## src/logic/ccdtc_pkg.sv

```systemverilog
// Constants shared by the timing configuration register bank.
// Assumes a single 10 MHz core clock domain.
package ccdtc_pkg;
   // ----------------------------------------------------------------
   // Register addresses
   // ----------------------------------------------------------------
   localparam logic [7:0] ADDR_UPDATE_MODE = 8'h01;
   localparam logic [7:0] ADDR_SUBSTRATE = 8'h0d;
   localparam logic [7:0] ADDR_GAIN = 8'h0e;
   localparam logic [7:0] ADDR_CLOCK_SEL = 8'hd5;
   localparam logic [7:0] ADDR_SYNC_ROLE = 8'hd6;
   localparam logic [7:0] ADDR_SYSTEM = 8'h14;

   // ----------------------------------------------------------------
   // Field positions
   // ----------------------------------------------------------------
   localparam int UPDATE_MODE_BIT = 0;
   localparam int SUB_POL_BIT = 16;
   localparam int SUB_LINE_HI = 10;
   localparam int GAIN_HI = 9;
   localparam int CLK_TWO_SEL_BIT = 3;
   localparam int CLK_ONE_SEL_BIT = 2;
   localparam int DIV_HI = 1;
   localparam int SLAVE_BIT = 0;
   localparam int HDR_ADDR_LO = 24;
   localparam int HDR_COUNT_HI = 23;

   // ----------------------------------------------------------------
   // Reset values
   // ----------------------------------------------------------------
   localparam logic [23:0] SUBSTRATE_RST = 24'h000000;
   localparam logic [23:0] GAIN_RST = 24'h000000;
   localparam logic [23:0] CLOCK_SEL_RST = 24'h000008;
   localparam logic [23:0] SYNC_ROLE_RST = 24'h000000;
   localparam logic [23:0] UPDATE_MODE_RST = 24'h000000;
   localparam logic [31:0] SYS_WORD1_RST = {9'h025, 4'h3, 9'h001, 9'h000, 1'h0};
   localparam logic [31:0] SYS_WORD2_RST = {8'h0c, 9'h01f, 9'h000, 6'h00};
   localparam logic [23:0] SYS_COUNT_ALL = 24'h000000;

   // Divider codes: 0 none, 1 by two, 2 by three, 3 by four
   localparam logic [1:0] DIV_NONE = 2'h0;

   typedef enum logic {CCDTC_SYS_IDLE, CCDTC_SYS_BODY} ccdtc_sys_state_t;
endpackage

```

## src/logic/ccdtc_regs.sv

```systemverilog
// Timing configuration register bank with system register packet loader.
// Assumes a host writes 24-bit registers and 32-bit system words on core_clk;
// vertical sync and the raw input clock arrive as asynchronous pins.
//
// Behaviour
// - Substrate bias polarity bit 16: 0 active low, 1 active high.
// - Bits 10..0 give substrate bias start line; resets to zero.
// - Clock select bit 3 routes field indicator (0) or raw clock (1); reset 1.
// - Clock select bit 2 routes DLL clock (0) or raw clock (1); reset 0.
// - Divider code 0 none, 1 by two, 2 by three, 3 by four.
// - Sync role bit: 0 master, 1 slave.
// - Frame-synchronous registers start in synchronous update type.
// - Frame-synchronous writes apply at next vertical sync falling edge.
// - Update-type bit at address 0x01 set makes those writes immediate.
// - System block address 0x14 sits in header bits 31..24.
// - Header bits 23..0 count following words; zero means all.
// - Word 1 bits 31..23 hold sequence 0 repeat length.
// - Word 1 bits 22..19 hold four phase initial levels.
// - Phase 1 toggles at word 1 bits 18..10 and 9..1.
// - Phase 2 first toggle: msb word 1 bit 0, low bits word 2 31..24.
module ccdtc_regs
#(
   parameter int SYS_TOTAL = 13,
   parameter int LINE_WIDTH = 11
)
(
   input wire logic core_clk,
   input wire logic nrst,
   input wire logic clkEn,
   input wire logic regWrite,
   input wire logic [7:0] regAddr,
   input wire logic [23:0] regData,
   input wire logic [7:0] readAddr,
   output logic [23:0] readData,
   input wire logic sysWordValid,
   input wire logic [31:0] sysWord,
   input wire logic vertical_sync,
   input wire logic raw_input_clock,
   input wire logic dllClock,
   input wire logic lineStrobe,
   output logic substrate_bias_output,
   output logic data_clock_one,
   output logic data_clock_two,
   output logic field_indicator,
   output logic dividedTick,
   output logic syncSlaveMode,
   output logic [9:0] amplifier_gain_word,
   output logic [8:0] seq0_repeat_length,
   output logic [3:0] seq0_phase_initial_level,
   output logic [8:0] seq0_phase1_first_toggle,
   output logic [8:0] seq0_phase1_second_toggle,
   output logic [8:0] seq0_phase2_first_toggle
);
   import ccdtc_pkg::*;

   // ----------------------------------------------------------------
   // Pin synchronisers
   // ----------------------------------------------------------------
   logic vsyncSync;
   logic rawClkSync;

   ccdtc_sync u_vsync
   (
      .core_clk(core_clk),
      .nrst(nrst),
      .clkEn(clkEn),
      .pinIn(vertical_sync),
      .syncOut(vsyncSync)
   );

   ccdtc_sync u_rawclk
   (
      .core_clk(core_clk),
      .nrst(nrst),
      .clkEn(clkEn),
      .pinIn(raw_input_clock),
      .syncOut(rawClkSync)
   );

   // ----------------------------------------------------------------
   // Register file
   // ----------------------------------------------------------------
   logic [23:0] updateMode, next_updateMode;
   logic [23:0] subPending, next_subPending;
   logic [23:0] gainPending, next_gainPending;
   logic [23:0] subActive, next_subActive;
   logic [23:0] gainActive, next_gainActive;
   logic [23:0] clockSel, next_clockSel;
   logic [23:0] syncRole, next_syncRole;
   logic [23:0] next_readData;
   logic vsyncLast, next_vsyncLast;
   logic vsyncFall;
   logic immediate;

   assign vsyncFall = vsyncLast & ~vsyncSync;
   // Reset value 0 keeps frame-synchronous type after power-up
   assign immediate = updateMode[UPDATE_MODE_BIT];

   // Host writes and frame-synchronous transfer
   always_comb
   begin
      next_updateMode = updateMode;
      next_subPending = subPending;
      next_gainPending = gainPending;
      next_subActive = subActive;
      next_gainActive = gainActive;
      next_clockSel = clockSel;
      next_syncRole = syncRole;
      next_vsyncLast = vsyncSync;
      // Active copies load from the pending ones at the falling edge
      if (vsyncFall)
      begin
         next_subActive = subPending;
         next_gainActive = gainPending;
      end
      // Test bits stored as written, host keeps them zero
      if (regWrite)
      begin
         case (regAddr)
            ADDR_UPDATE_MODE: next_updateMode = regData;
            ADDR_SUBSTRATE:
            begin
               next_subPending = regData;
               if (immediate)
                  next_subActive = regData;
            end
            ADDR_GAIN:
            begin
               next_gainPending = regData;
               if (immediate)
                  next_gainActive = regData;
            end
            ADDR_CLOCK_SEL: next_clockSel = regData;
            ADDR_SYNC_ROLE: next_syncRole = regData;
            default: next_updateMode = updateMode;
         endcase
      end
      // Reads return what was last written, not yet what is active
      case (readAddr)
         ADDR_UPDATE_MODE: next_readData = updateMode;
         ADDR_SUBSTRATE: next_readData = subPending;
         ADDR_GAIN: next_readData = gainPending;
         ADDR_CLOCK_SEL: next_readData = clockSel;
         ADDR_SYNC_ROLE: next_readData = syncRole;
         default: next_readData = 24'h000000;
      endcase
   end

   always_ff @(posedge core_clk)
   begin
      if (!nrst)
      begin
         updateMode <= UPDATE_MODE_RST;
         subPending <= SUBSTRATE_RST;
         gainPending <= GAIN_RST;
         subActive <= SUBSTRATE_RST;
         gainActive <= GAIN_RST;
         clockSel <= CLOCK_SEL_RST;
         syncRole <= SYNC_ROLE_RST;
         vsyncLast <= 1'b0;
         readData <= 24'h000000;
      end
      else if (clkEn)
      begin
         updateMode <= next_updateMode;
         subPending <= next_subPending;
         gainPending <= next_gainPending;
         subActive <= next_subActive;
         gainActive <= next_gainActive;
         clockSel <= next_clockSel;
         syncRole <= next_syncRole;
         vsyncLast <= next_vsyncLast;
         readData <= next_readData;
      end
   end

   // ----------------------------------------------------------------
   // Timing outputs
   // ----------------------------------------------------------------
   logic [LINE_WIDTH-1:0] lineCount, next_lineCount;
   logic [1:0] divCount, next_divCount;
   logic next_substrate, next_clkOne, next_clkTwo, next_field, next_tick;
   logic subActiveLevel;

   // Line counting restarts every field
   assign subActiveLevel = lineCount >= subActive[SUB_LINE_HI:0];

   always_comb
   begin
      next_lineCount = lineCount;
      next_field = field_indicator;
      next_divCount = divCount;
      next_tick = 1'b0;
      if (vsyncFall)
      begin
         next_lineCount = '0;
         next_field = ~field_indicator;
      end
      else if (lineStrobe && lineCount != '1)
         next_lineCount = lineCount + 1'b1;
      // Divider as a tick every code+1 cycles
      if (divCount >= clockSel[DIV_HI:0])
      begin
         next_divCount = 2'h0;
         next_tick = 1'b1;
      end
      else
         next_divCount = divCount + 2'h1;
      // Polarity decides which level means active
      next_substrate = subActiveLevel ~^ subActive[SUB_POL_BIT];
      // Shared pin source
      next_clkTwo = clockSel[CLK_TWO_SEL_BIT] ? rawClkSync : next_field;
      // First data clock source
      next_clkOne = clockSel[CLK_ONE_SEL_BIT] ? rawClkSync : dllClock;
   end

   always_ff @(posedge core_clk)
   begin
      if (!nrst)
      begin
         lineCount <= '0;
         divCount <= DIV_NONE;
         field_indicator <= 1'b0;
         dividedTick <= 1'b0;
         substrate_bias_output <= 1'b1;
         data_clock_one <= 1'b0;
         data_clock_two <= 1'b0;
         syncSlaveMode <= 1'b0;
         amplifier_gain_word <= 10'h000;
      end
      else if (clkEn)
      begin
         lineCount <= next_lineCount;
         divCount <= next_divCount;
         field_indicator <= next_field;
         dividedTick <= next_tick;
         substrate_bias_output <= next_substrate;
         data_clock_one <= next_clkOne;
         data_clock_two <= next_clkTwo;
         syncSlaveMode <= syncRole[SLAVE_BIT];
         amplifier_gain_word <= gainActive[GAIN_HI:0];
      end
   end

   // ----------------------------------------------------------------
   // System register packet loader
   // ----------------------------------------------------------------
   ccdtc_sys_state_t sysState, next_sysState;
   logic [23:0] sysLeft, next_sysLeft;
   logic [23:0] sysIndex, next_sysIndex;
   logic [31:0] sysWordOne, next_sysWordOne;
   logic [31:0] sysWordTwo, next_sysWordTwo;

   // Header then words in ascending index order
   always_comb
   begin
      next_sysState = sysState;
      next_sysLeft = sysLeft;
      next_sysIndex = sysIndex;
      next_sysWordOne = sysWordOne;
      next_sysWordTwo = sysWordTwo;
      case (sysState)
         CCDTC_SYS_IDLE:
         begin
            // Header carries the block address
            if (sysWordValid && sysWord[31:HDR_ADDR_LO] == ADDR_SYSTEM)
            begin
               next_sysState = CCDTC_SYS_BODY;
               next_sysIndex = 24'h000001;
               // Zero count writes the whole block
               if (sysWord[HDR_COUNT_HI:0] == SYS_COUNT_ALL)
                  next_sysLeft = 24'(SYS_TOTAL);
               else
                  next_sysLeft = sysWord[HDR_COUNT_HI:0];
            end
         end
         CCDTC_SYS_BODY:
         begin
            if (sysWordValid)
            begin
               if (sysIndex == 24'h000001)
                  next_sysWordOne = sysWord;
               else if (sysIndex == 24'h000002)
                  next_sysWordTwo = sysWord;
               next_sysIndex = sysIndex + 24'h000001;
               next_sysLeft = sysLeft - 24'h000001;
               if (sysLeft == 24'h000001)
                  next_sysState = CCDTC_SYS_IDLE;
            end
         end
         default: next_sysState = CCDTC_SYS_IDLE;
      endcase
   end

   always_ff @(posedge core_clk)
   begin
      if (!nrst)
      begin
         sysState <= CCDTC_SYS_IDLE;
         sysLeft <= 24'h000000;
         sysIndex <= 24'h000000;
         sysWordOne <= SYS_WORD1_RST;
         sysWordTwo <= SYS_WORD2_RST;
         seq0_repeat_length <= SYS_WORD1_RST[31:23];
         seq0_phase_initial_level <= SYS_WORD1_RST[22:19];
         seq0_phase1_first_toggle <= SYS_WORD1_RST[18:10];
         seq0_phase1_second_toggle <= SYS_WORD1_RST[9:1];
         seq0_phase2_first_toggle <= {SYS_WORD1_RST[0], SYS_WORD2_RST[31:24]};
      end
      else if (clkEn)
      begin
         sysState <= next_sysState;
         sysLeft <= next_sysLeft;
         sysIndex <= next_sysIndex;
         sysWordOne <= next_sysWordOne;
         sysWordTwo <= next_sysWordTwo;
         seq0_repeat_length <= sysWordOne[31:23];
         seq0_phase_initial_level <= sysWordOne[22:19];
         seq0_phase1_first_toggle <= sysWordOne[18:10];
         seq0_phase1_second_toggle <= sysWordOne[9:1];
         // Split field, earlier word is the msb
         seq0_phase2_first_toggle <= {sysWordOne[0], sysWordTwo[31:24]};
      end
   end
endmodule

```

## src/logic/ccdtc_sync.sv

```systemverilog
// Two-stage synchroniser for one pin level.
// Assumes the input is asynchronous to core_clk.
module ccdtc_sync
(
   input wire logic core_clk,
   input wire logic nrst,
   input wire logic clkEn,
   input wire logic pinIn,
   output logic syncOut
);
   logic stageOne;
   logic next_stageOne;
   logic next_syncOut;

   // ----------------------------------------------------------------
   // Stages
   // ----------------------------------------------------------------
   // First stage feeds only the second
   always_comb
   begin
      next_stageOne = stageOne;
      next_syncOut = syncOut;
      if (clkEn)
      begin
         next_stageOne = pinIn;
         next_syncOut = stageOne;
      end
   end

   always_ff @(posedge core_clk)
   begin
      if (!nrst)
      begin
         stageOne <= 1'b0;
         syncOut <= 1'b0;
      end
      else
      begin
         stageOne <= next_stageOne;
         syncOut <= next_syncOut;
      end
   end
endmodule
```

## config.mk

```make
export PLATFORM = sky130hd
export DESIGN_NAME = ccdtc_regs
export DESIGN_NICKNAME = d
export VERILOG_FILES = /design/src/logic/ccdtc_pkg.sv /design/src/logic/ccdtc_regs.sv /design/src/logic/ccdtc_sync.sv
export SDC_FILE = /design/constraint.sdc
export NUM_CORES = 1
export LEC_CHECK = 0
export ABC_AREA = 1
export BUFFER_PORTS_ARGS = -buffer_cell sky130_fd_sc_hd__buf_2
export CAP_MARGIN = 20
export CORE_MARGIN = 2
export CORE_UTILIZATION = 30
export CTS_CLUSTER_SIZE = 10
export DETAILED_ROUTE_END_ITERATION = 16
export GPL_TIMING_DRIVEN = 0
export HOLD_SLACK_MARGIN = 0.15
export SETUP_SLACK_MARGIN = 0.3
export SLEW_MARGIN = 5
export SYNTH_ARGS = -nofsm -noshare
export SYNTH_HDL_FRONTEND = slang
export SYNTH_SLANG_ARGS = --single-unit
```

## constraint.sdc

```tcl
create_clock -name core_clk -period 4.77 [get_ports core_clk]
set_clock_uncertainty 0.05 [all_clocks]
set_input_delay 0 -clock core_clk [delete_from_list [all_inputs] [get_ports core_clk]]
set_output_delay 0 -clock core_clk [all_outputs]
set_load 0.03 [all_outputs]
```

### Yosys cells after proc, flatten, opt, wreduce, memory -nomap -nowiden

Cells that the tools add are included.

* reductions and logical operators: 13
* magnitude comparators: 2
* muxes and demuxes: 27
* add/subtract/negate cells: 4
* bitwise operators: 6
* eq/ne operators: 17

Operators with widths (number)
* $mux W24: 13
* $pmux W24 S5: 1
* $pmux W24 S2: 2
* $eq A24 B1 Y1 const B: 2
* $eq A8 B4 Y1 const B: 4
* $eq A8 B8 Y1 const B: 4
* $add A24 B1 Y24 const B: 1
* $eq A24 B2 Y1 const B: 1
* $logic_not A24 Y1: 1
* $sub A24 B1 Y24 const B: 1
* $mux W11: 2
* $reduce_and A3 Y1: 6
* $eq A8 B1 Y1 const B: 2
* $add A11 B1 Y11 const B: 1
* $ge A11 B11 Y1: 1
* $ne A11 B11 Y1 const B: 1
* $eq A8 B5 Y1 const B: 1
* $mux W1: 7
* $reduce_and A5 Y1: 1
* $ne A2 B2 Y1 const B: 2
* $not A1 Y1: 4
* $reduce_and A4 Y1: 1
* $add A2 B1 Y2 const B: 1
* $ge A2 B2 Y1: 1
* other kinds (7): 8

* register bits after elaboration: 379
* output and inout bits: 80
* word-level logic and storage cells: 101

### Depth between registers and ports, before layout

* word-level depth: 6
* depth in mapped cells: 12
* depth with buffers taken out: 12

### Modules after synthesis

From an unflattened synthesis, not the netlist that was laid out.

* cells, all modules: 2223
* area total of the unflattened synthesis: 15245.9 µm²

By module, submodules not included
* ccdtc_regs: instances 1, sequential area each 6506.2 µm², cells an instance 2199, area each 15085.7 µm²
* ccdtc_sync: instances 2, sequential area each 40.0 µm², cells an instance 12, area each 80.1 µm²

### Worst setup path after synthesis

No wires, ideal clock.

* path type: register to register
* start: register lineCount[1]
* end: register lineCount[7]
* setup slack: 3.237 ns
* stages on the path, launching flop included: 12
* arrival time: 1.370 ns
* path through: dfxtp_1 ha_1 nand2_1 nor2_1 nand4_1 nand2_1 nand2_1 buf_2 nand2_1 nand2_1 nand2_1 nor2_1

* longest elaborated chain between the ends: 4
* elaborated cells between the ends (all ways): 7
* classes of those cells: add/sub (1); eq/ne (1); mux (2); reduce/logical (3)

RTL lines
* start, declared: RTL line ccdtc_regs.sv:180 `logic [LINE_WIDTH-1:0] lineCount, next_lineCount;`
* start signal, assigned: RTL line ccdtc_regs.sv:233 `lineCount <= next_lineCount;`
* parallel branches: the longest is 4 deep, another holds $add A11 B1 Y11

Parallel ways; which one is timed is not known. The select of a mux whose other input is x is not followed.
A chain may end at the register's enable or synchronous reset.

### Final worst setup path

* start: input port readAddr[4]
* end: register readData[3]

* longest elaborated chain between the ends: 2
* elaborated cells between the ends (all ways): 6
* classes of those cells: eq/ne (5); mux (1)

RTL lines
* start, declared: RTL line ccdtc_regs.sv:33 `input wire logic [7:0] readAddr,`
* $eq A8 B8 Y1, or another cell as far along: RTL line ccdtc_regs.sv:139 `case (readAddr)`
* $pmux W24 S5 (*): RTL line ccdtc_regs.sv:139
* end signal, assigned: RTL line ccdtc_regs.sv:173 `readData <= next_readData;`
* end, declared: RTL line ccdtc_regs.sv:34 `output logic [23:0] readData,`

Mark *: on every way between the ends. The rest lies on a longest branch, timed or not.

==> key figures <==
Synth
  – Adder-Cell Fraction of Synth Area: under 10%
  – Most used DFF post-synth: dfxtp_1
  – Synth top area share: 42.92%
  – Post-synthesis register bit count: 329
  – Post-Synth Simple-Gate Area: 29.28%
  – Post-synth EDFFs: 0
  – Average cell area after synthesis: 6.764 um2
  – Largest family of logic cells by synthesized area: simple AND/OR/NAND/NOR gates
  – Synth top area cells: dfxtp_1 43%, nand2_1 9.8%, nor2_1 9.4%, o21ai_0 7.5%, nand3_1 6.7%
  – Post-Syn Nets: 2,369
  – Mapped Cells: 2,269
  – Share of flip-flops with an asynchronous set or reset: 0%
  – Cell Area, Synth: 0.01535 mm2
  – Post-synthesis xor/xnor area fraction: 0.5136%
  – Synth warn: 0
  – Mux cell area share after synthesis: 0%
  – Register area share after synthesis: a little over two fifths
  – Leading area contributor after synthesis: dfxtp_1
  – Distinct cells, synth: between 40 and 50
  – Compound-Gate Fraction of Synth Area: 15.32%

Critical path
  – WP data required: ~5200 ps
  – Critical path's top delay family: buffers and inverters
  – WS Path Type: in2reg
  – Critical Path Start Type: input port
  – Crit-path cells: dlygate4sd3_1, buf_2, nor2_1, dlygate4sd3_1, nand2_1, inv_1, buf_2, buf_1, nand3_1, nand3_1, nor2_1, dlygate4sd3_1, nor2_1
  – Crit. End Element: flip-flop
  – Buf/Inv on CP: 7
  – Arr. time, crit path: 3370 ps
  – Cell at the slowest stage of the critical path: buf_1
  – Crit-path max FO: 10
  – Critical path's largest stage delay: 660 ps

Clock network
  – TritonCTS Sinks: 329
  – Postcts setup bufs: 0
  – Clock Path Buffers: 3
  – TritonCTS clock tree: yes
  – H-tree depth: 2
  – Num CTS Buffers: 41
  – Root Driver: clkbuf_16
  – Clock Pin Slew Worst Setup and Hold Paths: 60 ps
  – Worst-skew pair later-pin latency: 580 ps

Global route
  – Largest net degree at the start of global routing: 12
  – First-pass GRT wire length: 87,940 um
  – All-Layer GR Usage: 21.42%
  – Grt total ovfl: 0
  – Number of global-route vias before repair: 15.13k
  – Number of antenna violations at the first check in global routing: 0

Power
  – Comb pwr share: 8.8%
  – Maximum vdd drop: 0.2058 mV
  – Leak Pwr: just over 8 nW
  – Pwr dens: 326.9 mW/mm2
  – Clock group share of total power: between 40% and 50%
  – Sw Share: approximately a quarter
  – Sequential share of power: 45.3%
  – Cell-internal power: 4.595 mW
  – Net Sw Power: 1.644 mW
  – Tot Pwr: 6.239 mW

Run status
  – Outcome: completed

Final layout
  – # fillers: roughly 5.4k
  – Area growth from synthesis to layout: 24.37%
  – Diode count: 0
  – Nets@finish: 2,664
  – Layout cell share with drive strength beyond 1: 11.24%

Drt
  – DRC viols: 0
  – Iter 0 DRT Violations: 1,478
  – Drt via density: 5.012
  – Post-route ant nets: 0
  – Routed length per placed instance: 17.93 um
  – Routed wire length: 58,290 um
  – Drt pass-1 iters: 5
  – Via count: 16.29k

Timing
  – RSZ-0062 raised after global routing: no
  – Min Clock Period, post-route: 2902 ps
  – Final hold violation count: 0
  – Final Setup Violations: 0
  – Pins Over Slew Limit: 0
  – Fmax: 344.6 MHz
  – Max transition margin: a little over two fifths
  – Worst Max-Slew Pin Slew: between 800 and 900 ps
  – Fin Setup TNS: 0 ps
  – Final critical-path share of the clock period: 60.84%

Placed design
  – # port buffers: 158
  – DPL Wire Length: 41,990 um
  – Routability cong.: 0.9366

Floorplanning
  – Die width: 230.2 um
  – Row count: 82
  – # IOs: 161
  – Core ar.: 0.05038 mm2
  – Die area: 0.05298 mm2
  – Initial core utilization: 30.47%
  – Die H: between 200 and 250 um

Flow run
  – Maxcap violations: 0

Worst hold path
  – Worst hold path class: in2reg
## path summary, 6_finish.rpt
kind            startpoint          endpoint  slack [ps]  cells past startpoint
max reg2reg       sysState        sysLeft[1]        2030                     10
max            readAddr[4]       readData[3]        1870                     13
min          vertical_sync  u_vsync.stageOne         160                      4
min reg2reg    syncRole[7]       syncRole[7]         390                      2
## logic make-up after synthesis
family / Yosys count
AO/OA/AOI/OAI: 451
XOR/XNOR: 9
adder cells (fa/ha/maj): 19
buffers and inverters: 398
flip-flops: 329
AND/OR/NAND/NOR: 1063
## power by group through the flow
stage | Combinational [mW] | Sequential, mW | Clock (mW)
3_5_place_dp | 0.484 | 2.89 | 0
3_3_place_gp | 0.480 | 2.89 | 0
5_1_grt | 0.590 | 2.83 | 3.01
2_1_floorplan | 0.198 | 2.95 | 0
6_report | 0.547 | 2.83 | 2.86
4_1_cts | 0.540 | 2.83 | 2.90
## Yosys cell counts, types with 8 or more instances
| library cell | number |
|---|---|
| a211oi_1 | 24 |
| a21oi_1 | 176 |
| buf_1 | 10 |
| buf_2 | 40 |
| clkbuf_1 | 65 |
| dfxtp_1 | 329 |
| ha_1 | 19 |
| inv_1 | 262 |
| inv_2 | 9 |
| nand2_1 | 399 |
| nand3_1 | 205 |
| nand4_1 | 33 |
| nor2_1 | 385 |
| nor3_1 | 10 |
| o21ai_0 | 231 |
| xor2_1 | 8 |
## flip-flops by register name, summed over array words and instances (netlist names), 2 cells and up
register / count
sysWordTwo: 8
seq0_phase2_first_toggle: 9
syncRole: 24
clockSel: 24
seq0_phase1_second_toggle: 9
seq0_phase_initial_level: 4
amplifier_gain_word: 10
gainPending: 24
divCount: 2
readData: 24
subPending: 24
seq0_repeat_length: 9
sysIndex: 24
sysLeft: 24
seq0_phase1_first_toggle: 9
updateMode: 24
sysWordOne: 32
subActive: 12
lineCount: 11
gainActive: 10
## placed cells by master (no fill, tap or decap), drive strengths merged
master	count
nand2	402
nor2	390
dfxtp	329
inv	276
o21ai	235
buf	217
nand3	209
a21oi	176
clkbuf	118
dlygate4sd3	94
nand4	33
a211oi	24
ha	19
nor3	14
xor2	8
nand3b	7
a31oi	5
o211ai	5
o22ai	3
nor3b	3
clkinv	3
or2	2
xnor2	1
and2	1
o21bai	1
nor4	1
a21boi	1
o21a	1
nand2b	1
## routing by layer
metal / share of wire, % / up-vias / global-route usage, %
li1: - / 7876 / -
met1: 43 / 7632 / 28.06
met2: 46 / 663 / 35.32
met3: 7.6 / 123 / 3.943
met4: 3.0 / 0 / 7.298
met5: 0 / - / 0
## area by class of cell
type	instances	area (um2)	share of cell area [%]
Sequential cell	329	6586	34.51
Timing Repair Buffer	252	1732	9.072
Tap cell	672	840.8	4.405
Clock inverter	6	60.06	0.3147
Buffer	125	573.1	3.002
Clock buffer	52	1107	5.801
Multi-Input combinational cell	1542	7161	37.52
Inverter	273	1027	5.382
## metrics by stage
step	setup WS, ps	utilization, %	area, um2	cells	hold slack, ps
2_1_floorplan	3237	-	15350	2269	63.22
3_3_place_gp	2657	33.70	16980	3099	198.8
3_5_place_dp	2617	33.70	16980	3099	193.9
4_1_cts	1993	37.89	19090	3251	153.5
5_1_grt	1766	37.89	19090	3251	213.6
6_report	1868	37.89	19090	3251	155.2
## worst reg2reg max path: stages (launching register included)
cell           delay (ps)
dfxtp_1               310
buf_4                 180
nand3_4               100
dlygate4sd3_1         720
nand2_2               150
buf_6                 180
buf_6                 190
o22ai_1                80
inv_1                  50
a21oi_1                50
dlygate4sd3_1         570
## what timing repair did
action | 4_1_cts | 5_1_grt
hold buffers | 94 | 0
endpoints found under the hold margin | 273 | 0
resized for setup | 0 | 0
Note: power is estimated with default switching activity, not from simulation.
